File: src/iln_regs.svh
// register offsets, field positions, codes and counts for the lane framer
// assumes a 32-bit ahb-lite slave port and a 67-bit lane word
`ifndef ILN_REGS_SVH
`define ILN_REGS_SVH
`define ILN_CTRL_OFS    32'h0000_0000
`define ILN_STAT_OFS    32'h0000_0004
`define ILN_CTRL_EN     13
`define ILN_CTRL_LANE   14
`define ILN_CTRL_LINK   15
`define ILN_ST_WLOCK    0
`define ILN_ST_FLOCK    1
`define ILN_ST_SYNC     2
`define ILN_ST_SCR      3
`define ILN_ST_CRC      4
`define ILN_ST_LANE     5
`define ILN_ST_LINK     6
`define ILN_MFLEN_RST   13'h0800
`define ILN_MFLEN_MIN   13'h0005
`define ILN_HDR_DATA    2'h1
`define ILN_HDR_CTL     2'h2
`define ILN_SYNC_WORD   64'h78F6_78F6_78F6_78F6
`define ILN_TYPE_SCR    6'h0A
`define ILN_TYPE_SKIP   6'h07
`define ILN_TYPE_DIAG   6'h19
`define ILN_CRC_POLY    32'h1EDC_6F41
`define ILN_CRC_INIT    32'hFFFF_FFFF
`define ILN_WGOOD_N     7'h40
`define ILN_WWIN_N      7'h40
`define ILN_WBAD_N      5'h10
`define ILN_FLOCK_N     3'h4
`define ILN_SYNC_BAD_N  3'h4
`define ILN_SCR_BAD_N   2'h3
`define ILN_RD_MAX      9'h060
`endif

File: src/iln_pkg.sv
// types shared by the lane framer
// assumes nothing beyond a standard elaborator
`default_nettype none
package iln_pkg;
	typedef enum logic {FS_HUNT, FS_LOCK} iln_fs_t;
	typedef struct packed {
		logic [12:0] mflen;
		logic        tx_en;
		logic        tx_lane;
		logic        tx_link;
		logic        e_sync;
		logic        e_scr;
		logic        e_crc;
		logic        hwr;
		logic        hctrl;
		logic        hstat;
		logic [31:0] hrdata;
		logic        hrdy;
		logic        hresp;
		logic [12:0] tpos;
		logic [57:0] tlfsr;
		logic [31:0] tcrc;
		logic [8:0]  rd;
		logic [66:0] tword;
		logic        twv;
		logic        trdy;
		logic [6:0]  wgood;
		logic [6:0]  wwin;
		logic [4:0]  wbad;
		logic        wlock;
		iln_fs_t     fs;
		logic [12:0] rpos;
		logic [2:0]  scnt;
		logic [2:0]  sbad;
		logic [1:0]  mbad;
		logic [57:0] rlfsr;
		logic [31:0] rcrc;
		logic [63:0] rdata;
		logic        rdv;
		logic        rlane;
		logic        rlink;
		logic        crcerr;
		logic        rrdy;
	} iln_st_t;
endpackage
`default_nettype wire

File: src/iln_lane_framer.sv
// one interlaken lane: metaframe generator and frame synchronizer
// assumes lane words arrive and leave on CLK; ahb-lite for registers
// Behaviour
// [RULE1] find boundaries, classify four control word types
// [RULE2] frame lock after four consecutive sync words
// [RULE3] lose lock: four bad syncs, three state mismatches
// [RULE4] frame lock status output to user
// [RULE5] invert words to keep disparity within 96
// [RULE6] bit 66 flags an inverted word
// [RULE7] receiver restores polarity from bit 66
// [RULE8] scrambler polynomial x^58 + x^39 + 1
// [RULE9] sync, state words and header unscrambled
// [RULE10] each lane seeds scrambler with own value
// [RULE11] descrambler loads from received state word
// [RULE12] ready, frame lock, crc error outputs
// [RULE13] status register: locks, sync, scrambler, crc
// [RULE14] absorb 100 ppm by skip deletion, any length
// [RULE15] mandatory skip right after scrambler state word
// [RULE16] extra skips when transmit fill runs low
// [RULE17] drop received skip words silently
// [RULE18] crc-32 per metaframe into diagnostic word
// [RULE19] check crc, take lane bit 33, link 32
// [RULE20] word lock 64 good, drop 16 bad in 64
// [RULE21] metaframe length 5..8191, same both ends
// [RULE22] after loss, count sync words from zero
//
// Local design decisions: register access over AHB-Lite and the register offsets.
`include "iln_regs.svh"
`default_nettype none
module iln_lane_framer #(
	// value is arbitrary, only needs to differ per lane and be nonzero
	parameter logic [57:0] SCR_SEED = 58'h2A5_5A5A_1234_5678
) (
	input  wire logic        CLK,
	input  wire logic        RST_B,
	input  wire logic        HSEL,
	input  wire logic [31:0] HADDR,
	input  wire logic [1:0]  HTRANS,
	input  wire logic        HWRITE,
	input  wire logic [2:0]  HSIZE,
	input  wire logic [31:0] HWDATA,
	input  wire logic        HREADY,
	output logic      [31:0] HRDATA,
	output logic             HREADYOUT,
	output logic             HRESP,
	input  wire logic [63:0] TX_DATA,
	input  wire logic        TX_DVALID,
	input  wire logic        TX_FILL_LOW,
	output logic             TX_DREADY,
	output logic      [66:0] TX_WORD,
	output logic             TX_WVALID,
	input  wire logic [66:0] RX_WORD,
	input  wire logic        RX_WVALID,
	output logic      [63:0] RX_DATA,
	output logic             RX_DVALID,
	output logic             RX_READY,
	output logic             RX_WLOCK,
	output logic             RX_FLOCK,
	output logic             RX_CRC_ERR,
	output logic             RX_LANE_ST,
	output logic             RX_LINK_ST
);
	iln_pkg::iln_st_t q;
	iln_pkg::iln_st_t n;

	// additive generator: 64 steps per scrambled word
	function automatic logic [121:0] scr(input logic [57:0] s,
		input logic [63:0] d);
		logic [57:0] t;
		logic [63:0] o;
		t = s;
		o = d;
		for (int i = 63; i >= 0; i--) begin
			o[i] = d[i] ^ t[57] ^ t[38]; // [RULE8]
			t = {t[56:0], t[57] ^ t[38]};
		end
		return {t, o};
	endfunction

	function automatic logic [31:0] crc(input logic [31:0] c,
		input logic [63:0] d);
		logic [31:0] r;
		r = c;
		for (int i = 63; i >= 0; i--)
			r = {r[30:0], 1'b0} ^ ((r[31] ^ d[i]) ? `ILN_CRC_POLY : 32'h0);
		return r;
	endfunction

	always_comb begin
		logic [63:0]  raw;
		logic [63:0]  sp;
		logic [63:0]  p;
		logic [63:0]  dw;
		logic [63:0]  dg;
		logic [121:0] sv;
		logic [121:0] rv;
		logic [1:0]   hdr;
		logic [1:0]   rh;
		logic [6:0]   ones;
		logic [6:0]   ones7;
		logic [8:0]   wd;
		logic [12:0]  last;
		logic [12:0]  nxt;
		logic         inv;
		logic         ctl;
		logic         lose;
		logic         ok;
		logic         adr;
		logic         bypass;
		logic         is_sync;
		raw = 64'h0;
		sp = 64'h0;
		dg = 64'h0;
		sv = '0;
		hdr = `ILN_HDR_CTL;
		ones = 7'h00;
		ones7 = 7'h00;
		wd = 9'h000;
		inv = 1'b0;
		bypass = 1'b0;
		lose = 1'b0;
		p = 64'h0;
		dw = 64'h0;
		rv = '0;
		rh = 2'h0;
		nxt = 13'h0000;
		ctl = 1'b0;
		ok = 1'b0;
		adr = 1'b0;
		is_sync = 1'b0;
		n = q;
		n.crcerr = 1'b0;
		n.rdv = 1'b0;
		last = q.mflen - 13'h0001;

		// data phase of a write; clears first so a same-cycle event wins
		if (q.hwr && q.hctrl) begin
			n.mflen = (HWDATA[12:0] < `ILN_MFLEN_MIN) ?
				`ILN_MFLEN_MIN : HWDATA[12:0]; // [RULE21]
			n.tx_en = HWDATA[`ILN_CTRL_EN];
			n.tx_lane = HWDATA[`ILN_CTRL_LANE];
			n.tx_link = HWDATA[`ILN_CTRL_LINK];
		end
		if (q.hwr && q.hstat) begin
			n.e_sync = q.e_sync & ~HWDATA[`ILN_ST_SYNC];
			n.e_scr = q.e_scr & ~HWDATA[`ILN_ST_SCR];
			n.e_crc = q.e_crc & ~HWDATA[`ILN_ST_CRC];
		end

		// transmit: one word per clock while enabled
		nxt = (q.tpos >= last) ? 13'h0000 : q.tpos + 13'h0001;
		n.twv = q.tx_en;
		n.trdy = 1'b0;
		if (!q.tx_en) begin
			n.tpos = 13'h0000;
		end else begin
			n.tpos = nxt;
			// a fill-low slot becomes a skip instead of data
			n.trdy = (nxt >= 13'h0003) && (nxt < last) &&
				!TX_FILL_LOW; // [RULE16]
			if (q.tpos == 13'h0000) begin
				raw = `ILN_SYNC_WORD;
			end else if (q.tpos == 13'h0001) begin
				raw = {`ILN_TYPE_SCR, q.tlfsr};
			end else if (q.tpos >= last) begin
				dg = {`ILN_TYPE_DIAG, 24'h0, q.tx_lane, q.tx_link, 32'h0};
				raw = {dg[63:32], crc(q.tcrc, dg)}; // [RULE18]
			end else if (q.trdy && TX_DVALID) begin
				raw = TX_DATA;
				hdr = `ILN_HDR_DATA;
			end else begin
				// slot 2 always lands here: skip after state word
				raw = {`ILN_TYPE_SKIP, 58'h0}; // [RULE15]
			end
			bypass = q.tpos < 13'h0002; // [RULE9]
			sv = scr(q.tlfsr, raw);
			sp = bypass ? raw : sv[63:0];
			n.tlfsr = bypass ? q.tlfsr : sv[121:64];
			n.tcrc = crc((q.tpos == 13'h0000) ? `ILN_CRC_INIT : q.tcrc,
				raw);
			ones = 7'($countones({hdr, sp}));
			wd = {1'b0, ones, 1'b0} - 9'h042;
			// invert when the word would push further the same way
			inv = (q.rd != 9'h000) && (wd != 9'h000) &&
				(q.rd[8] == wd[8]); // [RULE5]
			n.tword = {inv, hdr, inv ? ~sp : sp}; // [RULE6]
			ones7 = 7'($countones(n.tword));
			n.rd = q.rd + {1'b0, ones7, 1'b0} - 9'h043;
		end

		// receive
		rh = RX_WORD[65:64];
		p = RX_WORD[66] ? ~RX_WORD[63:0] : RX_WORD[63:0]; // [RULE7]
		ctl = rh == `ILN_HDR_CTL;
		is_sync = ctl && (p == `ILN_SYNC_WORD);
		rv = scr(q.rlfsr, p);
		dw = rv[63:0];
		ok = ^rh;
		if (RX_WVALID) begin
			if (!q.wlock) begin
				n.wgood = ok ? q.wgood + 7'h01 : 7'h00;
				if (ok && q.wgood == `ILN_WGOOD_N - 7'h01) begin
					n.wlock = 1'b1; // [RULE20]
					n.wwin = 7'h00;
					n.wbad = 5'h00;
				end
			end else begin
				n.wwin = q.wwin + 7'h01;
				n.wbad = q.wbad + {4'h0, !ok};
				if (!ok && q.wbad == `ILN_WBAD_N - 5'h01) begin
					n.wlock = 1'b0; // [RULE20]
					n.wgood = 7'h00;
				end else if (q.wwin == `ILN_WWIN_N - 7'h01) begin
					n.wwin = 7'h00;
					n.wbad = 5'h00;
				end
			end
			n.rpos = (q.rpos >= last) ? 13'h0000 : q.rpos + 13'h0001;
			if (q.rpos == 13'h0000) begin
				n.rcrc = crc(`ILN_CRC_INIT, p);
			end else if (q.rpos == 13'h0001) begin
				n.rlfsr = p[57:0]; // [RULE11]
				n.rcrc = crc(q.rcrc, p);
			end else begin
				n.rlfsr = rv[121:64];
				n.rcrc = crc(q.rcrc, dw);
			end
			case (q.fs)
			iln_pkg::FS_HUNT: begin
				if (is_sync) begin // [RULE1]
					n.scnt = (q.rpos == 13'h0000 && q.scnt != 3'h0) ?
						q.scnt + 3'h1 : 3'h1;
					n.rpos = 13'h0001;
					n.rcrc = crc(`ILN_CRC_INIT, p);
					if (q.rpos == 13'h0000 &&
						q.scnt == `ILN_FLOCK_N - 3'h1) begin
						n.fs = iln_pkg::FS_LOCK; // [RULE2]
						n.sbad = 3'h0;
						n.mbad = 2'h0;
					end
				end else if (q.rpos == 13'h0000) begin
					n.scnt = 3'h0;
				end
			end
			iln_pkg::FS_LOCK: begin
				if (q.rpos == 13'h0000) begin
					if (is_sync) begin
						n.sbad = 3'h0;
					end else begin
						n.sbad = q.sbad + 3'h1;
						n.e_sync = 1'b1; // [RULE13]
						lose = q.sbad == `ILN_SYNC_BAD_N - 3'h1; // [RULE3]
					end
				end else if (q.rpos == 13'h0001) begin
					if (ctl && p[63:58] == `ILN_TYPE_SCR &&
						p[57:0] == q.rlfsr) begin
						n.mbad = 2'h0;
					end else begin
						n.mbad = q.mbad + 2'h1;
						n.e_scr = 1'b1; // [RULE13]
						lose = q.mbad == `ILN_SCR_BAD_N - 2'h1; // [RULE3]
					end
				end else if (ctl && dw[63:58] == `ILN_TYPE_DIAG) begin
					dg = {dw[63:32], 32'h0};
					n.rlane = dw[33]; // [RULE19]
					n.rlink = dw[32];
					if (crc(q.rcrc, dg) != dw[31:0]) begin
						n.crcerr = 1'b1; // [RULE19]
						n.e_crc = 1'b1;
					end
				end else if (rh == `ILN_HDR_DATA) begin
					// a broken header is neither control nor user data
					n.rdata = dw;
					n.rdv = 1'b1;
				end
				// skips fall through unflagged; that slack covers ppm
				// drift in place of a receive buffer [RULE17] [RULE14]
				if (lose) begin
					n.fs = iln_pkg::FS_HUNT;
					n.scnt = 3'h0; // [RULE22]
				end
			end
			default: n.fs = iln_pkg::FS_HUNT;
			endcase
		end
		if (!n.wlock) begin
			n.fs = iln_pkg::FS_HUNT;
			n.scnt = 3'h0; // [RULE22]
		end
		n.rrdy = n.wlock && n.fs == iln_pkg::FS_LOCK; // [RULE12]

		// address phase; read mux sees the write just applied
		adr = HSEL && HTRANS[1] && HREADY;
		n.hwr = adr && HWRITE;
		n.hctrl = HADDR == `ILN_CTRL_OFS;
		n.hstat = HADDR == `ILN_STAT_OFS;
		n.hrdata = 32'h0;
		if (adr && !HWRITE && n.hctrl)
			n.hrdata = {16'h0, n.tx_link, n.tx_lane, n.tx_en, n.mflen};
		if (adr && !HWRITE && n.hstat)
			n.hrdata = {25'h0, n.rlink, n.rlane, n.e_crc, n.e_scr,
				n.e_sync, n.fs == iln_pkg::FS_LOCK, n.wlock}; // [RULE13]
	end

	always_ff @(posedge CLK or negedge RST_B) begin
		if (!RST_B) begin
			q <= '0;
			q.mflen <= `ILN_MFLEN_RST;
			q.hrdy <= 1'b1;
			q.tlfsr <= SCR_SEED; // [RULE10]
		end else begin
			q <= n;
		end
	end

	assign HRDATA = q.hrdata;
	assign HREADYOUT = q.hrdy;
	assign HRESP = q.hresp;
	assign TX_DREADY = q.trdy;
	assign TX_WORD = q.tword;
	assign TX_WVALID = q.twv;
	assign RX_DATA = q.rdata;
	assign RX_DVALID = q.rdv;
	assign RX_READY = q.rrdy;
	assign RX_WLOCK = q.wlock;
	assign RX_FLOCK = q.fs == iln_pkg::FS_LOCK; // [RULE4]
	assign RX_CRC_ERR = q.crcerr;
	assign RX_LANE_ST = q.rlane;
	assign RX_LINK_ST = q.rlink;
endmodule // iln_lane_framer
`default_nettype wire

File: config.mk
export PLATFORM = sky130hd
export DESIGN_NAME = iln_lane_framer
export DESIGN_NICKNAME = d
export VERILOG_FILES = /design/src/iln_pkg.sv /design/src/iln_lane_framer.sv
export VERILOG_INCLUDE_DIRS = /design/src
export SDC_FILE = /design/constraint.sdc
export NUM_CORES = 2
export LEC_CHECK = 0
export BUFFER_PORTS_ARGS = -buffer_cell sky130_fd_sc_hd__buf_2
export CELL_PAD_IN_SITES_DETAIL_PLACEMENT = 2
export CELL_PAD_IN_SITES_GLOBAL_PLACEMENT = 2
export CORE_MARGIN = 1.5
export CORE_UTILIZATION = 30
export CTS_BUF_LIST = sky130_fd_sc_hd__clkbuf_4
export DETAILED_ROUTE_END_ITERATION = 6
export GPL_TIMING_DRIVEN = 1
export PLACE_DENSITY = 0.62
export SYNTH_ARGS = -nofsm -noshare
export SYNTH_HDL_FRONTEND = slang
export SYNTH_SLANG_ARGS = --single-unit
export TNS_END_PERCENT = 30
File: constraint.sdc
create_clock -name CLK -period 45 [get_ports CLK]
set_clock_uncertainty 0.1 [all_clocks]
set_input_delay 6.75 -clock CLK [delete_from_list [all_inputs] [get_ports CLK]]
set_output_delay 6.75 -clock CLK [all_outputs]
set_load 0.01 [all_outputs]
After elaboration in Yosys (flattened, before gate mapping)

Index checks and enable logic that the tools add are counted.
W data, S select, Z words.

Input port bits: 208
Output and inout bits: 174
Register bits after elaboration: 436
Word-level logic and storage cells: 1686

$lt $le $gt $ge: 6
Reduce and logical (&&, ||, !) cells: 41
Equality and inequality tests: 26
Bitwise operators: 1006
$add $sub $neg: 142
Mux-type cells: 430

Operators by type and width:

| operator               | number |
|---|---|
| $xor A32 B29 Y32       | 351 |
| $mux W29               | 352 |
| $xor A1 B1 Y1          | 641 |
| $mux W64               | 8 |
| $mux W68               | 3 |
| $mux W181              | 1 |
| $mux W32               | 5 |
| $add A1 B1 Y2          | 65 |
| $mux W65               | 2 |
| $not A64 Y64           | 2 |
| $add A2 B2 Y3          | 32 |
| $mux W90               | 1 |
| $mux W13               | 6 |
| $add A3 B3 Y4          | 16 |
| $eq A64 B63 Y1 const B | 1 |
| $eq A58 B58 Y1         | 1 |
| $mux W58               | 1 |
| $add A4 B4 Y5          | 8 |
| $mux W3                | 11 |
| $eq A32 B3 Y1 const B  | 1 |
| $logic_not A32 Y1      | 1 |
| $mux W16               | 2 |
| $ne A32 B32 Y1         | 1 |
| $not A28 Y31           | 1 |
| other kinds (55)       | 138 |

Depth between registers and ports, before layout

Word-level depth: 326
Gate-level depth with buffers: 79

Worst setup path before layout

Ideal clock, no wire load.

Path type: input port to flip-flop
From: in TX_DVALID
To: reg q[278] (netlist bit)
Stages on the path: 59
Buffers on the path: 5
Data required time: 44.777 ns
Setup time: 0.123 ns
Data arrival time: 21.747 ns
Slack: 23.030 ns
Path through: and2_1 > buf_1 > o211ai_1 > nor3_1 > clkbuf_1 > clkbuf_1 > a221o_1 > xor2_1 > fa_1 > inv_1 > fa_1 > fa_1 > fa_1 > fa_1 > fa_1 > fa_1 > fa_1 > inv_1 > (+23 left out) > fa_1 > fa_1 > inv_1 > ha_1 > fa_1 > inv_1 > ha_1 > inv_1 > ha_1 > a21o_1 > a21o_1 > a21o_1 > a21oi_1 > o21bai_1 > a21oi_1 > xnor2_1 > nand2_1 > xnor2_1

Word-level cells in the longest chain between the ends: 30
Elaborated cells on any way between the ends: 279
Those cells by class: add/sub (133); eq/ne (1); mux (12); bitwise (129); reduce/logical (4)

Ends and longest elaborated chain:

| what                                  | RTL line               | RTL |
|---|---|---|
| from (decl)                           | iln_lane_framer.sv:47  | `input wire logic TX_DVALID,` |
| $logic_and A1 B1 Y1 *                 | iln_lane_framer.sv:168 | `end else if (q.trdy && TX_DVALID) begin` |
| $mux W64                              | iln_lane_framer.sv:168 |  |
| $mux W64                              | iln_lane_framer.sv:165 | `end else if (q.tpos >= last) begin` |
| $mux W64                              | iln_lane_framer.sv:163 | `end else if (q.tpos == 13'h0001) begin` |
| $mux W64                              | iln_lane_framer.sv:161 | `if (q.tpos == 13'h0000) begin` |
| $mux W64                              | iln_lane_framer.sv:154 | `if (!q.tx_en) begin` |
| $xor A1 B1 Y1 (2 in a row)            | iln_lane_framer.sv:74  | `o[i] = d[i] ^ t[57] ^ t[38];` |
| $mux W64                              | iln_lane_framer.sv:177 | `sp = bypass ? raw : sv[63:0];` |
| (+13 left out)                        | n/a                    |  |
| $add A2 B2 Y3 (implied by the code)   | iln_lane_framer.sv:187 | `ones7 = 7'($countones(n.tword));` |
| $add A3 B3 Y4 (implied by the code)   | iln_lane_framer.sv:187 |  |
| $add A4 B4 Y5 (implied by the code)   | iln_lane_framer.sv:187 |  |
| $add A5 B5 Y6 (implied by the code)   | iln_lane_framer.sv:187 |  |
| $add A6 B6 Y7 (implied by the code)   | iln_lane_framer.sv:187 |  |
| $add A7 B3 Y7 (implied by the code) * | iln_lane_framer.sv:187 |  |
| $add A9 B8 Y9 *                       | iln_lane_framer.sv:188 | `n.rd = q.rd + {1'b0, ones7, 1'b0} - 9'h043;` |
| $sub A9 B7 Y9 *                       | iln_lane_framer.sv:188 |  |
| to (signal assigned)                  | iln_lane_framer.sv:312 | `q <= n;` |
| to (decl)                             | iln_lane_framer.sv:63  | `iln_pkg::iln_st_t q;` |

Mark *: on every way between the ends. The rest lies on a longest branch, timed or not. The select of a mux whose other input is x is not followed.
A chain may end at the register's enable or synchronous reset.

Final worst setup path

From: reg q[307] (netlist bit)
To: reg q[278] (netlist bit)

Word-level cells in the longest chain between the ends: 109
Elaborated cells on any way between the ends: 300
Those cells by class: add/sub (101); eq/ne (1); mux (64); bitwise (131); reduce/logical (3)

Ends and longest elaborated chain:

| what                                  | RTL line               | RTL |
|---|---|---|
| $xor A32 B29 Y32 * (3 in a row)       | iln_lane_framer.sv:85  | `` r = {r[30:0], 1'b0} ^ ((r[31] ^ d[i]) ? `ILN_CRC_POLY : 32'h0); `` |
| $mux W29 *                            | iln_lane_framer.sv:85  |  |
| $xor A32 B29 Y32 * (4 in a row)       | iln_lane_framer.sv:85  |  |
| $mux W29                              | iln_lane_framer.sv:85  |  |
| $xor A32 B29 Y32 * (4 in a row)       | iln_lane_framer.sv:85  |  |
| $mux W29                              | iln_lane_framer.sv:85  |  |
| $xor A32 B29 Y32 * (4 in a row)       | iln_lane_framer.sv:85  |  |
| $mux W29                              | iln_lane_framer.sv:85  |  |
| (+82 left out)                        | n/a                    |  |
| $add A2 B2 Y3 (implied by the code)   | iln_lane_framer.sv:187 |  |
| $add A3 B3 Y4 (implied by the code)   | iln_lane_framer.sv:187 |  |
| $add A4 B4 Y5 (implied by the code)   | iln_lane_framer.sv:187 |  |
| $add A5 B5 Y6 (implied by the code)   | iln_lane_framer.sv:187 |  |
| $add A6 B6 Y7 (implied by the code)   | iln_lane_framer.sv:187 |  |
| $add A7 B3 Y7 (implied by the code) * | iln_lane_framer.sv:187 |  |
| $add A9 B8 Y9 *                       | iln_lane_framer.sv:188 |  |
| $sub A9 B7 Y9 *                       | iln_lane_framer.sv:188 |  |

Marked as above.

==> summary.txt <==
=================================================================================
Timing-limited maximum frequency                                         39.4 MHz
Buffers inserted by post-CTS timing repair                                      0
Number of enable-type register cells in the synthesized netlist                 0
Mean instance size in the synthesized netlist                            10.7 um2
# rows                                                                        183
Asr flop ratio synth                                                         100%
Clock latency on the worst-skew pair                                      1.25 ns
Combinational family with the most area after synthesis              XOR/XNOR gates
Reg-to-Reg Start                                                     q[307]$_DFFE_PN0P_
Mapped cell area                                                       0.0752 mm2
Post-synthesis instance total                                                7049
Synth Register Bits                                                           419
Wire length on met1                                                     143000 um
Via count of the first global-routing pass                                  57600
Drt pass-1 iters                                                                5
CTS H-Tree Depth                                                                4
Critical register-to-register path endpoint                          q[278]$_DFFE_PN0P_
NumNets Final                                                                7712
Core footprint                                                          0.249 mm2
TritonCTS clock tree                                                          yes
Top routing layer used                                                       met5
Largest incremental delay on the critical path                            1.16 ns
Relative slew margins                                                       3.10%
Mean routed wirelength per cell                                           29.4 um
Max capacitance violation total                                                 0
Tightest hold margin                                                     0.376 ns
Synth Flop Type                                                      sky130_fd_sc_hd__dfrtp_1
Adder-cell share of the synthesized area                                    4.65%
CTS buffer count                                                              142
Met3 WL post-DR                                                          14300 um
Most area-consuming cells after synthesis                            sky130_fd_sc_hd__xnor2_1 28%, sky130_fd_sc_hd__xnor3_1 20%, sky130_fd_sc_hd__dfrtp_1 13%
Sink of the worst hold path                                          q[419]$_DFF_PN0_
Die width                                                                  504 um
CTS Root Cell                                                        sky130_fd_sc_hd__clkbuf_4
Fin. Hold Viols                                                                 0
Avg Vias per Cell                                                            4.94
Arrival time of the worst setup path                                     26.44 ns
Met2 Routed Length                                                      146000 um
Top cell type by total area after synthesis                          sky130_fd_sc_hd__xnor2_1
Hold path cells                                                                 2
Area of combinational cells with multiple inputs                       0.0619 mm2
Post-route clock period utilization                                         56.5%
Number of buffers on the longest clock path                                     3
Antenna violations before repair                                               31
Yosys cell types                                                               82
Register clock-pin slew on the reported worst setup and hold paths        0.06 ns
GRT Residual Overflow                                                           0
Cell depth of the worst flop-to-flop path                                      67
Initial core utilization                                                    30.2%
Total Neg Setup Slack                                                        0 ns
Post-cts hold buffer count                                                      0
Outcome                                                              complete, no violations
Element type at the critical path end                                    register
Maximum fanout along the worst path                                            47
DRC violation total after the first TritonRoute iteration                    3588
Synthesized-area fraction occupied by ao, oa, aoi and oai cells             4.41%
Quantity of I/O buffers inserted on ports                                     343
CTS sink count                                                                419
Synthesized-area fraction occupied by and/or/nand/nor cells                 5.88%
Synthesized-area fraction occupied by xor and xnor cells                    64.1%
Global-route wire length before repair                                  445000 um
RePlAce Congestion                                                          0.934
# IOs                                                                         382
Vertical extent of the die                                                 504 um
Count of unresolved DRC violations after routing                                0
Die area                                                                0.254 mm2
Fin. max-slew vios                                                              0
Mux contribution to synthesized area                                        2.95%
Hold WC Path Type                                                      reg -> reg
Synthesis-to-layout area growth                                             9.08%
Register area                                                          0.0105 mm2
Number of cells upsized or downsized after cts                                  0
Start point of the worst min-delay path                              q[419]$_DFF_PN0_
Setup slack of the most critical reg-to-reg path                         19.59 ns
Final WL                                                                315000 um
Share of the yosys chip area belonging to registers                         14.0%
Share of cells above drive strength 1                                       14.2%
Filler cells                                                                27100
Post-Route Utilization                                                      32.9%
Placed wire-length estimate after detailed placement                    265000 um
Maximum number of pins on one net before global-route repair                  124
Most repeated library cell on the critical path                      sky130_fd_sc_hd__fa_1
Via Count                                                                   53000
Share of Yosys cell area claimed by the top area cell type                  27.6%
Number of warnings reported in the yosys synthesis log                          0
Post-layout min period                                                   25.41 ns
All-Layer GR Usage                                                          24.6%
Unrepaired setup endpoints after global routing                                no
Cell with the biggest individual delay on the critical path          sky130_fd_sc_hd__xnor2_1
Worst endpoint required time                                             46.03 ns
Critical path startpoint category                                        register
Transition time of the tightest slew-check pin                            1.44 ns
Endpoints failing setup                                                         0
Classification of the worst setup path                                 reg -> reg
DRT antenna net count                                                           0
=================================================================================
-- layout by cell type, fill, tap and decap left out, types with 36 or more instances in the layout --
cell type,Yosys,routed
sky130_fd_sc_hd__xnor2_2,48,66
sky130_fd_sc_hd__nor3_1,37,36
sky130_fd_sc_hd__mux2_2,155,155
sky130_fd_sc_hd__nand2_1,289,288
sky130_fd_sc_hd__fa_1,101,101
sky130_fd_sc_hd__xor3_1,118,118
sky130_fd_sc_hd__a21oi_1,126,126
sky130_fd_sc_hd__nor4_1,38,37
sky130_fd_sc_hd__buf_2,22,341
sky130_fd_sc_hd__dfrtp_1,392,391
sky130_fd_sc_hd__ha_1,118,118
sky130_fd_sc_hd__o21ai_0,228,228
sky130_fd_sc_hd__buf_4,182,137
sky130_fd_sc_hd__nor2_1,368,367
sky130_fd_sc_hd__inv_1,208,208
sky130_fd_sc_hd__xor2_1,765,762
sky130_fd_sc_hd__xnor3_1,680,680
sky130_fd_sc_hd__mux2i_1,47,47
sky130_fd_sc_hd__nand3_1,59,58
sky130_fd_sc_hd__clkbuf_4,0,189
sky130_fd_sc_hd__xnor2_1,2372,2354
-- per-stage QoR --
stage,cells,area (um2),setup WS (ns)
2_1_floorplan,7067,75200,23.03
3_3_place_gp,10500,80200,20.10
3_5_place_dp,10500,80200,19.87
4_1_cts,10700,82000,19.73
5_1_grt,10700,82000,18.67
6_report,10700,82000,19.59
-- worst max-delay path by stage --
stage                                   from                  to  depth (start not counted)  slack (ns)
after floorplan                    TX_DVALID  q[278]$_DFFE_PN0P_                         59       23.03
after global placement    q[308]$_DFFE_PN0P_  q[278]$_DFFE_PN0P_                         69       20.10
after detailed placement  q[307]$_DFFE_PN0P_  q[278]$_DFFE_PN0P_                         69       19.87
after CTS                 q[307]$_DFFE_PN0P_  q[278]$_DFFE_PN0P_                         69       19.73
after global routing      q[307]$_DFFE_PN0P_  q[278]$_DFFE_PN0P_                         68       18.67
final                     q[307]$_DFFE_PN0P_  q[278]$_DFFE_PN0P_                         67       19.59
-- cells in the mapped netlist, drive strengths merged, types with 11 or more instances --
| library cell | count |
|---|---|
| nor3 | 37 |
| clkbuf | 166 |
| inv | 208 |
| and3 | 30 |
| o21ai | 240 |
| xnor2 | 2436 |
| nor2 | 368 |
| a21o | 17 |
| nand2 | 289 |
| dfstp | 27 |
| mux2 | 155 |
| and2 | 34 |
| xnor3 | 713 |
| o211ai | 21 |
| dfrtp | 392 |
| fa | 101 |
| a21oi | 126 |
| nand2b | 23 |
| xor2 | 787 |
| nand4 | 26 |
| buf | 240 |
| nand3 | 59 |
| or3 | 17 |
| mux2i | 47 |
| nor4 | 38 |
| ha | 118 |
| nor2b | 26 |
| a31oi | 19 |
| xor3 | 123 |
| o31ai | 12 |
| a221oi | 21 |
| o22ai | 11 |
-- critical path, delay by kind of cell, from the launching register on --
family,cells,cell delay (ns)
XOR/XNOR,22,10.50
adder cells (fa/ha/maj),21,9.58
AO/OA/AOI/OAI,11,2.74
buffers and inverters,10,1.29
flip-flops,1,0.69
AND/OR/NAND/NOR,3,0.29
-- flip-flops by register name, summed over array words and instances, names as in the netlist --
register,count
TX_WORD,67
RX_LANE_ST,1
RX_CRC_ERR,1
q,263
RX_DVALID,1
RX_LINK_ST,1
TX_WVALID,1
HRDATA,16
RX_DATA,64
RX_FLOCK,1
n,1
TX_DREADY,1
RX_WLOCK,1
-- layout make-up --
type / instances / area share [%]
clock inverters: 56 / 0.488
diodes: 12 / 0.0366
clock buffers: 189 / 1.73
inverters: 209 / 0.957
flip-flops and latches: 419 / 12.8
multi-input cells: 6033 / 75.5
repair buffers: 480 / 3.38
well taps: 3330 / 5.08
-- logic make-up after synthesis --
family,count (synthesis)
xor gates and xnor gates,4059
and+or+nand+nor,981
buffers and inverters,615
AOI/OAI and AO/OA,552
DFF,419
adders and majority gates,219
muxes,202
other,2
-- per-layer routing --
metal,up-vias,GRT usage (%)
met4,18,9.52
met2,1387,39.5
met3,352,2.92
met1,27700,33.7
met5,-,0
li1,23500,-
Power is not shown: default switching activity piles up to over one toggle a cycle in this logic, so the estimate is an artifact.
